==> src/core/ccd_defines.svh <==
// Register offsets, field positions, reset values for the channel divider.
`ifndef CCD_DEFINES_SVH
`define CCD_DEFINES_SVH

// ****************************************************************
// Register offsets
// ****************************************************************
`define CCD_ADDR_W 10
`define CCD_ADDR_CH1_CNT 10'h193
`define CCD_ADDR_CH1_DIV 10'h194
`define CCD_ADDR_CH1_OUT 10'h195
`define CCD_ADDR_CH2_CNT 10'h196
`define CCD_ADDR_CH2_DIV 10'h197

// ****************************************************************
// Reset values
// ****************************************************************
`define CCD_RST_CH1_CNT 8'h33
`define CCD_RST_CH1_DIV 8'h00
`define CCD_RST_CH1_OUT 8'h00
`define CCD_RST_CH2_CNT 8'h11
`define CCD_RST_CH2_DIV 8'h00

// ****************************************************************
// Field positions
// ****************************************************************
`define CCD_CNT_LOW_HI 7
`define CCD_CNT_LOW_LO 4
`define CCD_CNT_HIGH_HI 3
`define CCD_CNT_HIGH_LO 0
`define CCD_DIV_BYPASS 7
`define CCD_DIV_IGNORE 6
`define CCD_DIV_FORCE 5
`define CCD_DIV_START 4
`define CCD_DIV_PHASE_HI 3
`define CCD_DIV_PHASE_LO 0
`define CCD_OUT_PDOWN 2
`define CCD_OUT_DIRECT 1
`define CCD_OUT_DCC_DIS 0
`define CCD_OUT_USED_MASK 8'h07

`endif

==> src/core/ccd_pkg.sv <==
// Types shared by the channel clock divider files.
package ccd_pkg;

    // Divider sequencer states, Gray coded along hold, delay, low, high.
    typedef enum logic [1:0] {
        CCD_HOLD  = 2'b00,
        CCD_DELAY = 2'b01,
        CCD_LOW   = 2'b11,
        CCD_HIGH  = 2'b10
    } ccd_div_state_t;

endpackage : ccd_pkg

==> src/core/ccd_sync2.sv <==
// Two flip-flop synchroniser for one asynchronous level.
`timescale 1ns/1ps
`default_nettype none
module ccd_sync2 (
    input wire logic clk,
    input wire logic rst_n,
    input wire logic rst_val,
    input wire logic async_in,
    output logic sync_out
);
    logic meta_q;
    logic meta_d;
    logic sync_q;
    logic sync_d;

    always_comb
    begin
        meta_d = async_in ~^ rst_val;
        sync_d = meta_q;
    end

    // Flops store the input relative to rst_val, so they reset to constants.
    always_ff @(posedge clk or negedge rst_n)
    begin
        if (!rst_n)
        begin
            meta_q <= 1'b1;
            sync_q <= 1'b1;
        end
        else
        begin
            meta_q <= meta_d;
            sync_q <= sync_d;
        end
    end

    assign sync_out = sync_q ~^ rst_val;
endmodule : ccd_sync2
`default_nettype wire

==> src/core/ccd_divider.sv <==
// Programmable low/high phase divider with alignment, force and bypass.
`timescale 1ns/1ps
`default_nettype none
module ccd_divider
    import ccd_pkg::*;
(
    input wire logic clk,
    input wire logic rst_n,
    input wire logic clk_img,
    input wire logic [3:0] low_cnt,
    input wire logic [3:0] high_cnt,
    input wire logic bypass,
    input wire logic ignore_align,
    input wire logic force_on,
    input wire logic start_high,
    input wire logic [3:0] phase,
    input wire logic align,
    output logic div_out
);
    ccd_div_state_t state_q;
    ccd_div_state_t state_d;
    logic [3:0] cnt_q;
    logic [3:0] cnt_d;
    logic out_q;
    logic out_d;

    always_comb
    begin
        state_d = state_q;
        cnt_d = cnt_q;
        out_d = out_q;
        if (bypass)
        begin
            // bypass passes input
            // force ignored here
            state_d = CCD_HOLD;
            cnt_d = 4'h0;
            out_d = clk_img;
        end
        else if (ignore_align)
        begin
            // alignment disregarded
            // forced static level
            state_d = CCD_HOLD;
            cnt_d = 4'h0;
            out_d = force_on ? start_high : 1'b0;
        end
        else if (align)
        begin
            // alignment holds divider
            state_d = CCD_HOLD;
            cnt_d = 4'h0;
            out_d = start_high;
        end
        else
        begin
            unique case (state_q)
                CCD_HOLD:
                begin
                    // phase offset delay
                    state_d = CCD_DELAY;
                    cnt_d = phase;
                    out_d = start_high;
                end
                CCD_DELAY:
                begin
                    if (cnt_q != 4'h0)
                    begin
                        cnt_d = cnt_q - 4'h1;
                    end
                    else
                    begin
                        // selected starting level
                        state_d = start_high ? CCD_HIGH : CCD_LOW;
                        cnt_d = start_high ? high_cnt : low_cnt;
                        out_d = start_high;
                    end
                end
                CCD_LOW:
                begin
                    if (cnt_q != 4'h0)
                    begin
                        cnt_d = cnt_q - 4'h1;
                    end
                    else
                    begin
                        // high for count plus one
                        // phases alternate
                        state_d = CCD_HIGH;
                        cnt_d = high_cnt;
                        out_d = 1'b1;
                    end
                end
                CCD_HIGH:
                begin
                    if (cnt_q != 4'h0)
                    begin
                        cnt_d = cnt_q - 4'h1;
                    end
                    else
                    begin
                        // low for count plus one
                        state_d = CCD_LOW;
                        cnt_d = low_cnt;
                        out_d = 1'b0;
                    end
                end
            endcase
        end
    end

    always_ff @(posedge clk or negedge rst_n)
    begin
        if (!rst_n)
        begin
            state_q <= CCD_HOLD;
            cnt_q <= 4'h0;
            out_q <= 1'b0;
        end
        else
        begin
            state_q <= state_d;
            cnt_q <= cnt_d;
            out_q <= out_d;
        end
    end

    assign div_out = out_q;
endmodule : ccd_divider
`default_nettype wire

==> src/core/ccd_top.sv <==
// Channel clock divider: registers, two dividers and channel 1 routing.
//
// Behaviour
// Channel 1 output stays high for high count plus one; resets to 0x3.
// Channel 1 output stays low for low count plus one; resets to 0x3.
// Bypass bit set powers divider down and passes input clock through.
// Ignore bit clear obeys alignment signal; set disregards it entirely.
// Force bit, with ignore set, forces low or the start-high level.
// Force has no effect when bypassed; driver inversion still works.
// Start-high bit picks the level the clock begins at after alignment.
// Four-bit phase offset delays the start after alignment; resets to zero.
// Channel power-down puts all three drivers into safe off state.
// Direct-route bit sends input clock to drivers unless blocked.
// Duty-cycle correction applies unless its disable bit is set; the code also turns it off while power-down is set.
// Channel 2 low phase is count plus one cycles; resets to 0x1.
// Channel 2 high phase is count plus one cycles; resets to 0x1.
// Control register bits 7 to 3 are unused and read zero.
// Divided period is low plus high lengths, alternating continuously.
`timescale 1ns/1ps
`default_nettype none
`include "ccd_defines.svh"
module ccd_top
    import ccd_pkg::*;
(
    input wire logic clk,
    input wire logic rst_n,
    input wire logic [9:0] reg_addr,
    input wire logic [7:0] reg_wdata,
    input wire logic reg_wr,
    input wire logic reg_rd,
    output logic [7:0] reg_rdata,
    input wire logic align_req_n,
    input wire logic direct_route_block,
    input wire logic [2:0] driver_invert,
    output logic group1_driver_a,
    output logic group1_driver_b,
    output logic group1_driver_c,
    output logic group1_driver_en,
    output logic duty_cycle_correction,
    output logic channel2_div_out
);

    // ****************************************************************
    // Register file
    // ****************************************************************
    logic [7:0] ch1_cnt_q;
    logic [7:0] ch1_cnt_d;
    logic [7:0] ch1_div_q;
    logic [7:0] ch1_div_d;
    logic [7:0] ch1_out_q;
    logic [7:0] ch1_out_d;
    logic [7:0] ch2_cnt_q;
    logic [7:0] ch2_cnt_d;
    logic [7:0] ch2_div_q;
    logic [7:0] ch2_div_d;
    logic [7:0] rdata_q;
    logic [7:0] rdata_d;

    always_comb
    begin
        ch1_cnt_d = ch1_cnt_q;
        ch1_div_d = ch1_div_q;
        ch1_out_d = ch1_out_q;
        ch2_cnt_d = ch2_cnt_q;
        ch2_div_d = ch2_div_q;
        if (reg_wr)
        begin
            unique case (reg_addr)
                `CCD_ADDR_CH1_CNT:
                begin
                    ch1_cnt_d = reg_wdata;
                end
                `CCD_ADDR_CH1_DIV:
                begin
                    ch1_div_d = reg_wdata;
                end
                `CCD_ADDR_CH1_OUT:
                begin
                    // unused bits dropped
                    ch1_out_d = reg_wdata & `CCD_OUT_USED_MASK;
                end
                `CCD_ADDR_CH2_CNT:
                begin
                    ch2_cnt_d = reg_wdata;
                end
                `CCD_ADDR_CH2_DIV:
                begin
                    ch2_div_d = reg_wdata;
                end
                default:
                begin
                    ch1_cnt_d = ch1_cnt_q;
                end
            endcase
        end
    end

    // Reads return the value held before a write in the same cycle.
    always_comb
    begin
        rdata_d = rdata_q;
        if (reg_rd)
        begin
            unique case (reg_addr)
                `CCD_ADDR_CH1_CNT:
                begin
                    rdata_d = ch1_cnt_q;
                end
                `CCD_ADDR_CH1_DIV:
                begin
                    rdata_d = ch1_div_q;
                end
                `CCD_ADDR_CH1_OUT:
                begin
                    // unused bits read zero
                    rdata_d = ch1_out_q & `CCD_OUT_USED_MASK;
                end
                `CCD_ADDR_CH2_CNT:
                begin
                    rdata_d = ch2_cnt_q;
                end
                `CCD_ADDR_CH2_DIV:
                begin
                    rdata_d = ch2_div_q;
                end
                default:
                begin
                    rdata_d = 8'h00;
                end
            endcase
        end
    end

    always_ff @(posedge clk or negedge rst_n)
    begin
        if (!rst_n)
        begin
            // high count resets to 0x3
            // low count resets to 0x3
            ch1_cnt_q <= `CCD_RST_CH1_CNT;
            ch1_div_q <= `CCD_RST_CH1_DIV;
            ch1_out_q <= `CCD_RST_CH1_OUT;
            // low count resets 0x1
            // high count resets 0x1
            ch2_cnt_q <= `CCD_RST_CH2_CNT;
            ch2_div_q <= `CCD_RST_CH2_DIV;
            rdata_q <= 8'h00;
        end
        else
        begin
            ch1_cnt_q <= ch1_cnt_d;
            ch1_div_q <= ch1_div_d;
            ch1_out_q <= ch1_out_d;
            ch2_cnt_q <= ch2_cnt_d;
            ch2_div_q <= ch2_div_d;
            rdata_q <= rdata_d;
        end
    end

    // ****************************************************************
    // Alignment input and input clock image
    // ****************************************************************
    logic align_n_sync;
    logic align;
    logic clk_img_q;
    logic clk_img_d;

    // The alignment pin is asynchronous to the divider clock.
    ccd_sync2 u_align_sync (
        .clk(clk),
        .rst_n(rst_n),
        .rst_val(1'b1),
        .async_in(align_req_n),
        .sync_out(align_n_sync)
    );

    assign align = ~align_n_sync;

    // A flop cannot carry the clock itself, so a toggle stands in for it.
    always_comb
    begin
        clk_img_d = ~clk_img_q;
    end

    always_ff @(posedge clk or negedge rst_n)
    begin
        if (!rst_n)
        begin
            clk_img_q <= 1'b0;
        end
        else
        begin
            clk_img_q <= clk_img_d;
        end
    end

    // ****************************************************************
    // Dividers
    // ****************************************************************
    logic ch1_div_out;
    logic ch2_div_out;

    ccd_divider u_ch1_div (
        .clk(clk),
        .rst_n(rst_n),
        .clk_img(clk_img_q),
        .low_cnt(ch1_cnt_q[`CCD_CNT_LOW_HI:`CCD_CNT_LOW_LO]),
        .high_cnt(ch1_cnt_q[`CCD_CNT_HIGH_HI:`CCD_CNT_HIGH_LO]),
        .bypass(ch1_div_q[`CCD_DIV_BYPASS]),
        .ignore_align(ch1_div_q[`CCD_DIV_IGNORE]),
        .force_on(ch1_div_q[`CCD_DIV_FORCE]),
        .start_high(ch1_div_q[`CCD_DIV_START]),
        .phase(ch1_div_q[`CCD_DIV_PHASE_HI:`CCD_DIV_PHASE_LO]),
        .align(align),
        .div_out(ch1_div_out)
    );

    ccd_divider u_ch2_div (
        .clk(clk),
        .rst_n(rst_n),
        .clk_img(clk_img_q),
        .low_cnt(ch2_cnt_q[`CCD_CNT_LOW_HI:`CCD_CNT_LOW_LO]),
        .high_cnt(ch2_cnt_q[`CCD_CNT_HIGH_HI:`CCD_CNT_HIGH_LO]),
        .bypass(ch2_div_q[`CCD_DIV_BYPASS]),
        .ignore_align(ch2_div_q[`CCD_DIV_IGNORE]),
        .force_on(ch2_div_q[`CCD_DIV_FORCE]),
        .start_high(ch2_div_q[`CCD_DIV_START]),
        .phase(ch2_div_q[`CCD_DIV_PHASE_HI:`CCD_DIV_PHASE_LO]),
        .align(align),
        .div_out(ch2_div_out)
    );

    // ****************************************************************
    // Channel 1 output routing
    // ****************************************************************
    logic direct_sel;
    logic pdown;
    logic chan_src;
    logic [2:0] drv_d;
    logic [2:0] drv_q;
    logic drv_en_d;
    logic drv_en_q;
    logic dcc_d;
    logic dcc_q;
    logic ch2_out_d;
    logic ch2_out_q;

    always_comb
    begin
        // direct route unless blocked
        direct_sel = ch1_out_q[`CCD_OUT_DIRECT] & ~direct_route_block;
        pdown = ch1_out_q[`CCD_OUT_PDOWN];
        chan_src = direct_sel ? clk_img_q : ch1_div_out;
        if (pdown)
        begin
            // drivers safely off
            drv_d = 3'h0;
            drv_en_d = 1'b0;
        end
        else
        begin
            // inversion applies unless powered down
            drv_d = {3{chan_src}} ^ driver_invert;
            drv_en_d = 1'b1;
        end
        // correction unless disabled or powered down
        dcc_d = ~ch1_out_q[`CCD_OUT_DCC_DIS] & ~pdown;
        ch2_out_d = ch2_div_out;
    end

    // Output flops add one cycle behind the divider state.
    always_ff @(posedge clk or negedge rst_n)
    begin
        if (!rst_n)
        begin
            drv_q <= 3'h0;
            drv_en_q <= 1'b0;
            dcc_q <= 1'b0;
            ch2_out_q <= 1'b0;
        end
        else
        begin
            drv_q <= drv_d;
            drv_en_q <= drv_en_d;
            dcc_q <= dcc_d;
            ch2_out_q <= ch2_out_d;
        end
    end

    assign reg_rdata = rdata_q;
    assign group1_driver_a = drv_q[0];
    assign group1_driver_b = drv_q[1];
    assign group1_driver_c = drv_q[2];
    assign group1_driver_en = drv_en_q;
    assign duty_cycle_correction = dcc_q;
    assign channel2_div_out = ch2_out_q;

endmodule : ccd_top
`default_nettype wire

==> config.mk <==
export PLATFORM = sky130hd
export DESIGN_NAME = ccd_top
export DESIGN_NICKNAME = d
export VERILOG_FILES = /design/src/core/ccd_pkg.sv /design/src/core/ccd_sync2.sv /design/src/core/ccd_divider.sv /design/src/core/ccd_top.sv
export VERILOG_INCLUDE_DIRS = /design/src /design/src/core
export SDC_FILE = /design/constraint.sdc
export NUM_CORES = 1
export LEC_CHECK = 0
export BUFFER_PORTS_ARGS = -buffer_cell sky130_fd_sc_hd__buf_2
export CAP_MARGIN = 20
export CORE_ASPECT_RATIO = 1.5
export CORE_MARGIN = 5
export CORE_UTILIZATION = 52
export DETAILED_ROUTE_END_ITERATION = 10
export GPL_ROUTABILITY_DRIVEN = 0
export PLACE_DENSITY_LB_ADDON = 0.25
export REMOVE_ABC_BUFFERS = 1
export SLEW_MARGIN = 25
export SYNTH_ARGS = -nofsm -noshare
export SYNTH_HDL_FRONTEND = slang
export SYNTH_HIERARCHICAL = 1
export SYNTH_SLANG_ARGS = --single-unit
==> constraint.sdc <==
create_clock -name clk -period 1.6 [get_ports clk]
set_input_delay 0.32 -clock clk [delete_from_list [all_inputs] [get_ports clk]]
set_output_delay 0.32 -clock clk [all_outputs]
set_load 0.05 [all_outputs]
==> impl_metrics.json, run 1 <==
{
  "status": "complete, no violations",
  "leakagePower_nw": 1.96,
  "synthTopCellsByCount": "dfrtp_1 (58), mux2_2 (37), inv_1 (22)",
  "ys_seq_elements": 66,
  "dieArea_um2": 8410,
  "post_cts_buffers": 0,
  "synthTopCellsByArea": "dfrtp_1 (42%), mux2_2 (12%), dfstp_2 (6.1%)",
  "grt_overflow_total": 0,
  "synth_mux_area_share_pct": 18.7,
  "ys.flop_type": "dfrtp_1",
  "start_util_pct": 53.3,
  "via_per_inst": 5.91,
  "numPortBuffers": 40,
  "fillers": 546,
  "cts-root-buf": "clkbuf_8",
  "yosysMostFrequentCell": "dfrtp_1",
  "yosysTopAreaCell": "dfrtp_1",
  "grt_pass1_vias": 2703,
  "startpoint": "u_align_sync/sync_q",
  "num_io_pins": 41,
  "clk_path_buf_depth": 2,
  "endpoint_kind": "flip-flop",
  "synth.cell_area_um2": 3460,
  "synth-xor-area-share_pct": 1.77,
  "ys_seq_area_share_pct": 48.1,
  "fin_ws_ns": 0.00189,
  "avgSynthCellArea_um2": 12.0,
  "drive_gt1_share_pct": 45.3,
  "fp.dieW_um": 76.6,
  "dp.cells": 419,
  "dpl.hpwl_um": 6280,
  "nNetsFinal": 386,
  "clock_latency_ns": 0.35,
  "power_frac_clock_pct": 22.8,
  "period_needed_ns": 1.60,
  "r2r_cells": 6,
  "synthAdderAreaFrac_pct": 1.45,
  "antenna_found_initial": 0,
  "wl_per_cell_um": 18.7,
  "cts_tree": "done",
  "irDropWorstVdd_mv": 0.874,
  "setup_violations": 0,
  "worstHoldStart": "align_req_n",
  "period_share_pct": 99.9,
  "hold_viol": 0,
  "grt_use_total_pct": 20.8,
  "drtPass1Iterations": 6,
  "grt_pass1_wl_um": 13500,
  "pre_cts_ws_ns": -0.0547,
  "final-seq-area_um2": 1660,
  "routed_wl_um": 8160,
  "multi_input_area_um2": 1730,
  "htreeDepth": 3,
  "p_per_area_nw_per_um2": 1250,
  "postSynth.asyncResetShare_pct": 100,
  "drc_errors": 0,
  "p_comb_share_pct": 36.9,
  "synth-simple-area-share_pct": 13.2,
  "cap_violations": 0,
  "crit_type": "flip-flop to flip-flop",
  "cp_max_fo": 4,
  "fin_skew_ns": 0.0105,
  "seqPwrFrac_pct": 40.4,
  "synthCells": 288,
  "path_clk_slew_ns": 0.07,
  "die_h_um": 110,
  "rr_startpoint": "u_align_sync/sync_q",
  "numCtsBuffers": 9,
  "drv_slew": 0,
  "final_cells": 436,
  "fp.coreArea_um2": 6490,
  "drtAntennaViolNets": 0,
  "fmax_mhz": 626,
  "synth_warnings": 6,
  "synth_edf_count": 0,
  "cts_sinks": 66,
  "start_kind": "flip-flop",
  "switching_share_pct": 36.4,
  "hp-class": "input pin to flip-flop",
  "rows": 36,
  "p_int_mw": 3.31,
  "crit_required_ns": 1.89,
  "rsz0062_at_grt": "true",
  "drtIter0Drc": 106,
  "cp.arrival_ns": 1.88,
  "ys_types": 51,
  "dr_total_vias": 2577,
  "grt_max_degree": 22,
  "p_sw_mw": 1.90,
  "synth_top_family_by_area": "multiplexers",
  "yosys.area.top_type_share_pct": 42.0,
  "syn2layout_area_growth_pct": 20.6,
  "worstHoldPathCells": 2,
  "synth_compound_area_share_pct": 12.3,
  "antennaDiodeCount": 0
}
[placed cells by master (no fill, tap or decap), drive strengths merged, types with 3 or more instances in the layout]
cell	instances
a21oi	6
a221oi	10
a22o	8
buf	63
clkbuf	10
clkinv	6
dfrtp	58
dfstp	8
ha	4
inv	22
mux2	41
mux2i	11
mux4	3
nand2	7
nand2b	5
nand3	8
nor2	22
nor3	4
nor3b	3
o21ai	8
o221ai	3
o22ai	9
or2	4
or3	4
xnor2	4
xor2	3
[worst max-delay path, cell delays in order (launching register included)]
cell	delay [ns]
dfstp_2	0.54
xnor2_2	0.11
inv_2	0.10
nor2_1	0.17
a31oi_1	0.11
a21oi_1	0.31
mux2_4	0.20
[final cells by class]
cell class	instances	area share, %
clock buffer	10	3.06
clock inverter	6	0.811
inverter	22	1.98
multi-input combinational	192	41.6
sequential	66	39.9
tap	76	2.28
timing repair buffer	64	10.4
[path summary, 6_finish.rpt]
kind / slack, ns / endpoint
max: 0.002 / u_ch2_div/div_out
min: 0.19 / u_align_sync/meta_q
max reg2reg: 0.002 / u_ch2_div/div_out
min reg2reg: 0.36 / u_align_sync/sync_q
max in group asynchronous: 0.62 / u_ch1_div/cnt_q[2]
min in group asynchronous: 0.44 / u_ch2_div/state_q[0]
[repair_timing]
action	CTS	global route
endpoints found under the setup margin	4	10
pin swaps	1	4
gates cloned	0	0
endpoints found under the hold margin	9	0
gates resized for setup	2	21
hold buffers	1	0
[through the flow]
stage	hold slack, ns	total power, mW	area (um2)	utilization (%)	setup TNS [ns]
after floorplan	0.0244	3.28	3390	-	-0.00248
after global placement	0.278	3.82	3910	60.3	-0.112
after detailed placement	0.286	3.86	3910	60.3	-0.474
after CTS	0.176	5.07	4080	63.0	0
after global routing	0.177	5.54	4170	64.3	-0.206
final	0.189	5.20	4170	64.3	0
[cell families after synthesis]
family | count (synthesis)
compound gates | 55
buf+inv | 31
fa+ha+maj | 4
xor+xnor | 7
flops | 66
mux | 55
other cells | 1
simple gates | 69
[sequential cells by signal, indices dropped and copies added, names as in the netlist]
signal / count
u_ch1_div/state_q: 2
channel2_div_out: 1
ch2_div_q: 8
u_ch1_div/div_out: 1
reg_rdata: 8
ch2_cnt_q: 8
u_ch2_div/div_out: 1
u_align_sync/meta_q: 1
u_ch1_div/cnt_q: 4
group1_driver_en: 1
u_align_sync/sync_q: 1
u_ch2_div/cnt_q: 4
ch1_cnt_q: 8
ch1_out_q: 3
duty_cycle_correction: 1
u_ch2_div/state_q: 2
ch1_div_q: 8
clk_img_q: 1
drv_q: 3
[power by group through the flow]
stage	Clock, mW	Combinational [mW]	Sequential, mW
floorplan	0	1.10	2.17
global placement	0	1.71	2.10
detailed placement	0	1.75	2.12
CTS	1.22	1.76	2.08
global route	1.31	2.10	2.13
finish	1.18	1.92	2.10
[metal layers]
metal  up-vias  part of all wire (%)  global-route usage, %
li1       1199                     -                      -
met5         -                     0                      0
met2        79                    55                   37.0
met4         0                   4.1                   13.3
met3        24                   4.2                   4.34
met1      1275                    37                   22.3
(Power assumes the default switching activity.)
==> run 2, diff against run 1 <==
- GPL_TIMING_DRIVEN: default -> 0
==> impl_metrics.json, run 2 (same netlist as run 1, synthesis figures left out) <==
{
  "fmax_mhz": 628,
  "path_clk_slew_ns": 0.07,
  "status": "complete, no violations",
  "start_kind": "flip-flop",
  "period_needed_ns": 1.59,
  "numPortBuffers": 40,
  "routed_wl_um": 7500,
  "grt_pass1_vias": 2443,
  "num_io_pins": 41,
  "cts_tree": "done",
  "drtIter0Drc": 94,
  "final_common_cell": "dfrtp_1",
  "leakagePower_nw": 1.86,
  "dieArea_um2": 8410,
  "drive_gt1_share_pct": 41.1,
  "start_util_pct": 53.3,
  "met2WireLength_um": 4050,
  "htreeDepth": 3,
  "drtAntennaViolNets": 0,
  "syn2layout_area_growth_pct": 15.3,
  "cts-root-buf": "clkbuf_8",
  "die_h_um": 110,
  "antenna_found_initial": 0,
  "antennaDiodeCount": 0,
  "crit_type": "flip-flop to flip-flop",
  "wirelength_met1_um": 2950,
  "fillers": 547,
  "rows": 36,
  "cp.arrival_ns": 1.83,
  "cpMaxStageDelayCell": "dfstp_2",
  "fp.dieW_um": 76.6,
  "crit_required_ns": 1.84,
  "rsz0062_at_grt": "true",
  "worst_path_largest_cell_delay_ns": 0.54,
  "dpl.hpwl_um": 5590,
  "numCtsBuffers": 9,
  "cp_max_fo": 6,
  "clock_latency_ns": 0.36,
  "dp.cells": 397,
  "fp.coreArea_um2": 6490,
  "cp_num_buf_inv": 1,
  "setup_violations": 0,
  "cap_violations": 0,
  "path_cells": "xnor2_2, inv_4, nor3_4, nand2_1, mux2_4",
  "final-seq-area_um2": 1660,
  "topRoutingLayerUsed": "met4",
  "cts_sinks": 66,
  "power_mw": 5.13,
  "cpLargestDelayFamily": "flip-flops",
  "grt_overflow_total": 0,
  "period_share_pct": 99.5,
  "drv_slew": 0,
  "nNetsFinal": 367,
  "clk_path_buf_depth": 2,
  "final_cell_mix": "dfrtp_1 (57), buf_2 (39), mux2_2 (37)",
  "p_per_area_nw_per_um2": 1290,
  "hold_viol": 0,
  "via_per_inst": 5.79,
  "final_cells": 417,
  "grt_use_total_pct": 19.1,
  "fin_skew_ns": 0.00773,
  "dr_total_vias": 2414,
  "drc_errors": 0,
  "irDropWorstVdd_mv": 0.670,
  "hp-class": "input pin to flip-flop",
  "grt_pass1_wl_um": 12400,
  "met3WireLength_um": 295,
  "wl_per_cell_um": 18.0,
  "endpoint_kind": "flip-flop",
  "drtPass1Iterations": 4,
  "grt_max_degree": 47,
  "multi_input_area_um2": 1700
}
run 2: metal layers:
layer	up-vias	track usage [%]
met1	1194	22.1
met2	51	33.4
li1	1156	-
met3	13	3.28
met5	-	0
met4	0	11.0
run 2: worst paths after layout:
check | slack (ns) | cells after the start | to | from
min | 0.18 | 2 | u_align_sync/meta_q | align_req_n
max | 0.008 | 5 | u_ch2_div/div_out | u_align_sync/sync_q
min reg2reg | 0.36 | 0 | u_align_sync/sync_q | u_align_sync/meta_q
min in group asynchronous | 0.39 | 2 | ch2_div_q[3] | rst_n
max reg2reg | 0.008 | 5 | u_ch2_div/div_out | u_align_sync/sync_q
max in group asynchronous | 0.63 | 3 | ch2_cnt_q[0] | rst_n
run 2: report_power, final:
group | total, mW | leakage (nW) | internal (mW) | switching (mW)
combinational | 1.69 | 0.904 | 0.778 | 0.912
sequential | 2.13 | 0.857 | 1.85 | 0.283
clock | 1.30 | 0.0965 | 0.685 | 0.617
total | 5.13 | 1.86 | 3.31 | 1.81
run 2: worst register-to-register path, cell delays in order (launching register included):
cell     delay, ns
dfstp_2       0.54
xnor2_2       0.12
inv_4         0.10
nor3_4        0.28
nand2_1       0.12
mux2_4        0.31
run 2: cell type report:
class / instances / share of cell area (%)
Multi-Input combinational cell: 192 / 42.6
Sequential cell: 66 / 41.7
Timing Repair Buffer: 45 / 6.59
Clock buffer: 14 / 4.33
Tap cell: 76 / 2.39
Inverter: 22 / 2.14
Clock inverter: 2 / 0.251
run 2: through the flow:
| stage | area, um2 | setup slack, ns | utilization [%] | hold slack (ns) | setup TNS (ns) |
|---|---|---|---|---|---|
| global placement | 3690 | -0.250 | 56.8 | 0.346 | -8.93 |
| detailed placement | 3720 | -0.243 | 57.3 | 0.229 | -7.18 |
| floorplan | 3390 | -0.00248 | - | 0.0244 | -0.00248 |
| CTS | 3940 | 0.0125 | 60.7 | 0.168 | 0 |
| global route | 3990 | -0.0406 | 61.4 | 0.185 | -0.0613 |
| finish | 3990 | 0.00818 | 61.4 | 0.179 | 0 |
run 2: repair_timing:
item                                    4_1_cts  5_1_grt
hold buffers                                  1        0
endpoints found under the setup margin        5        9
pin swaps                                     1        4
gates resized for setup                       4       13
cloned                                        0        0
setup buffers                                 2        1
endpoints found under the hold margin        17        0
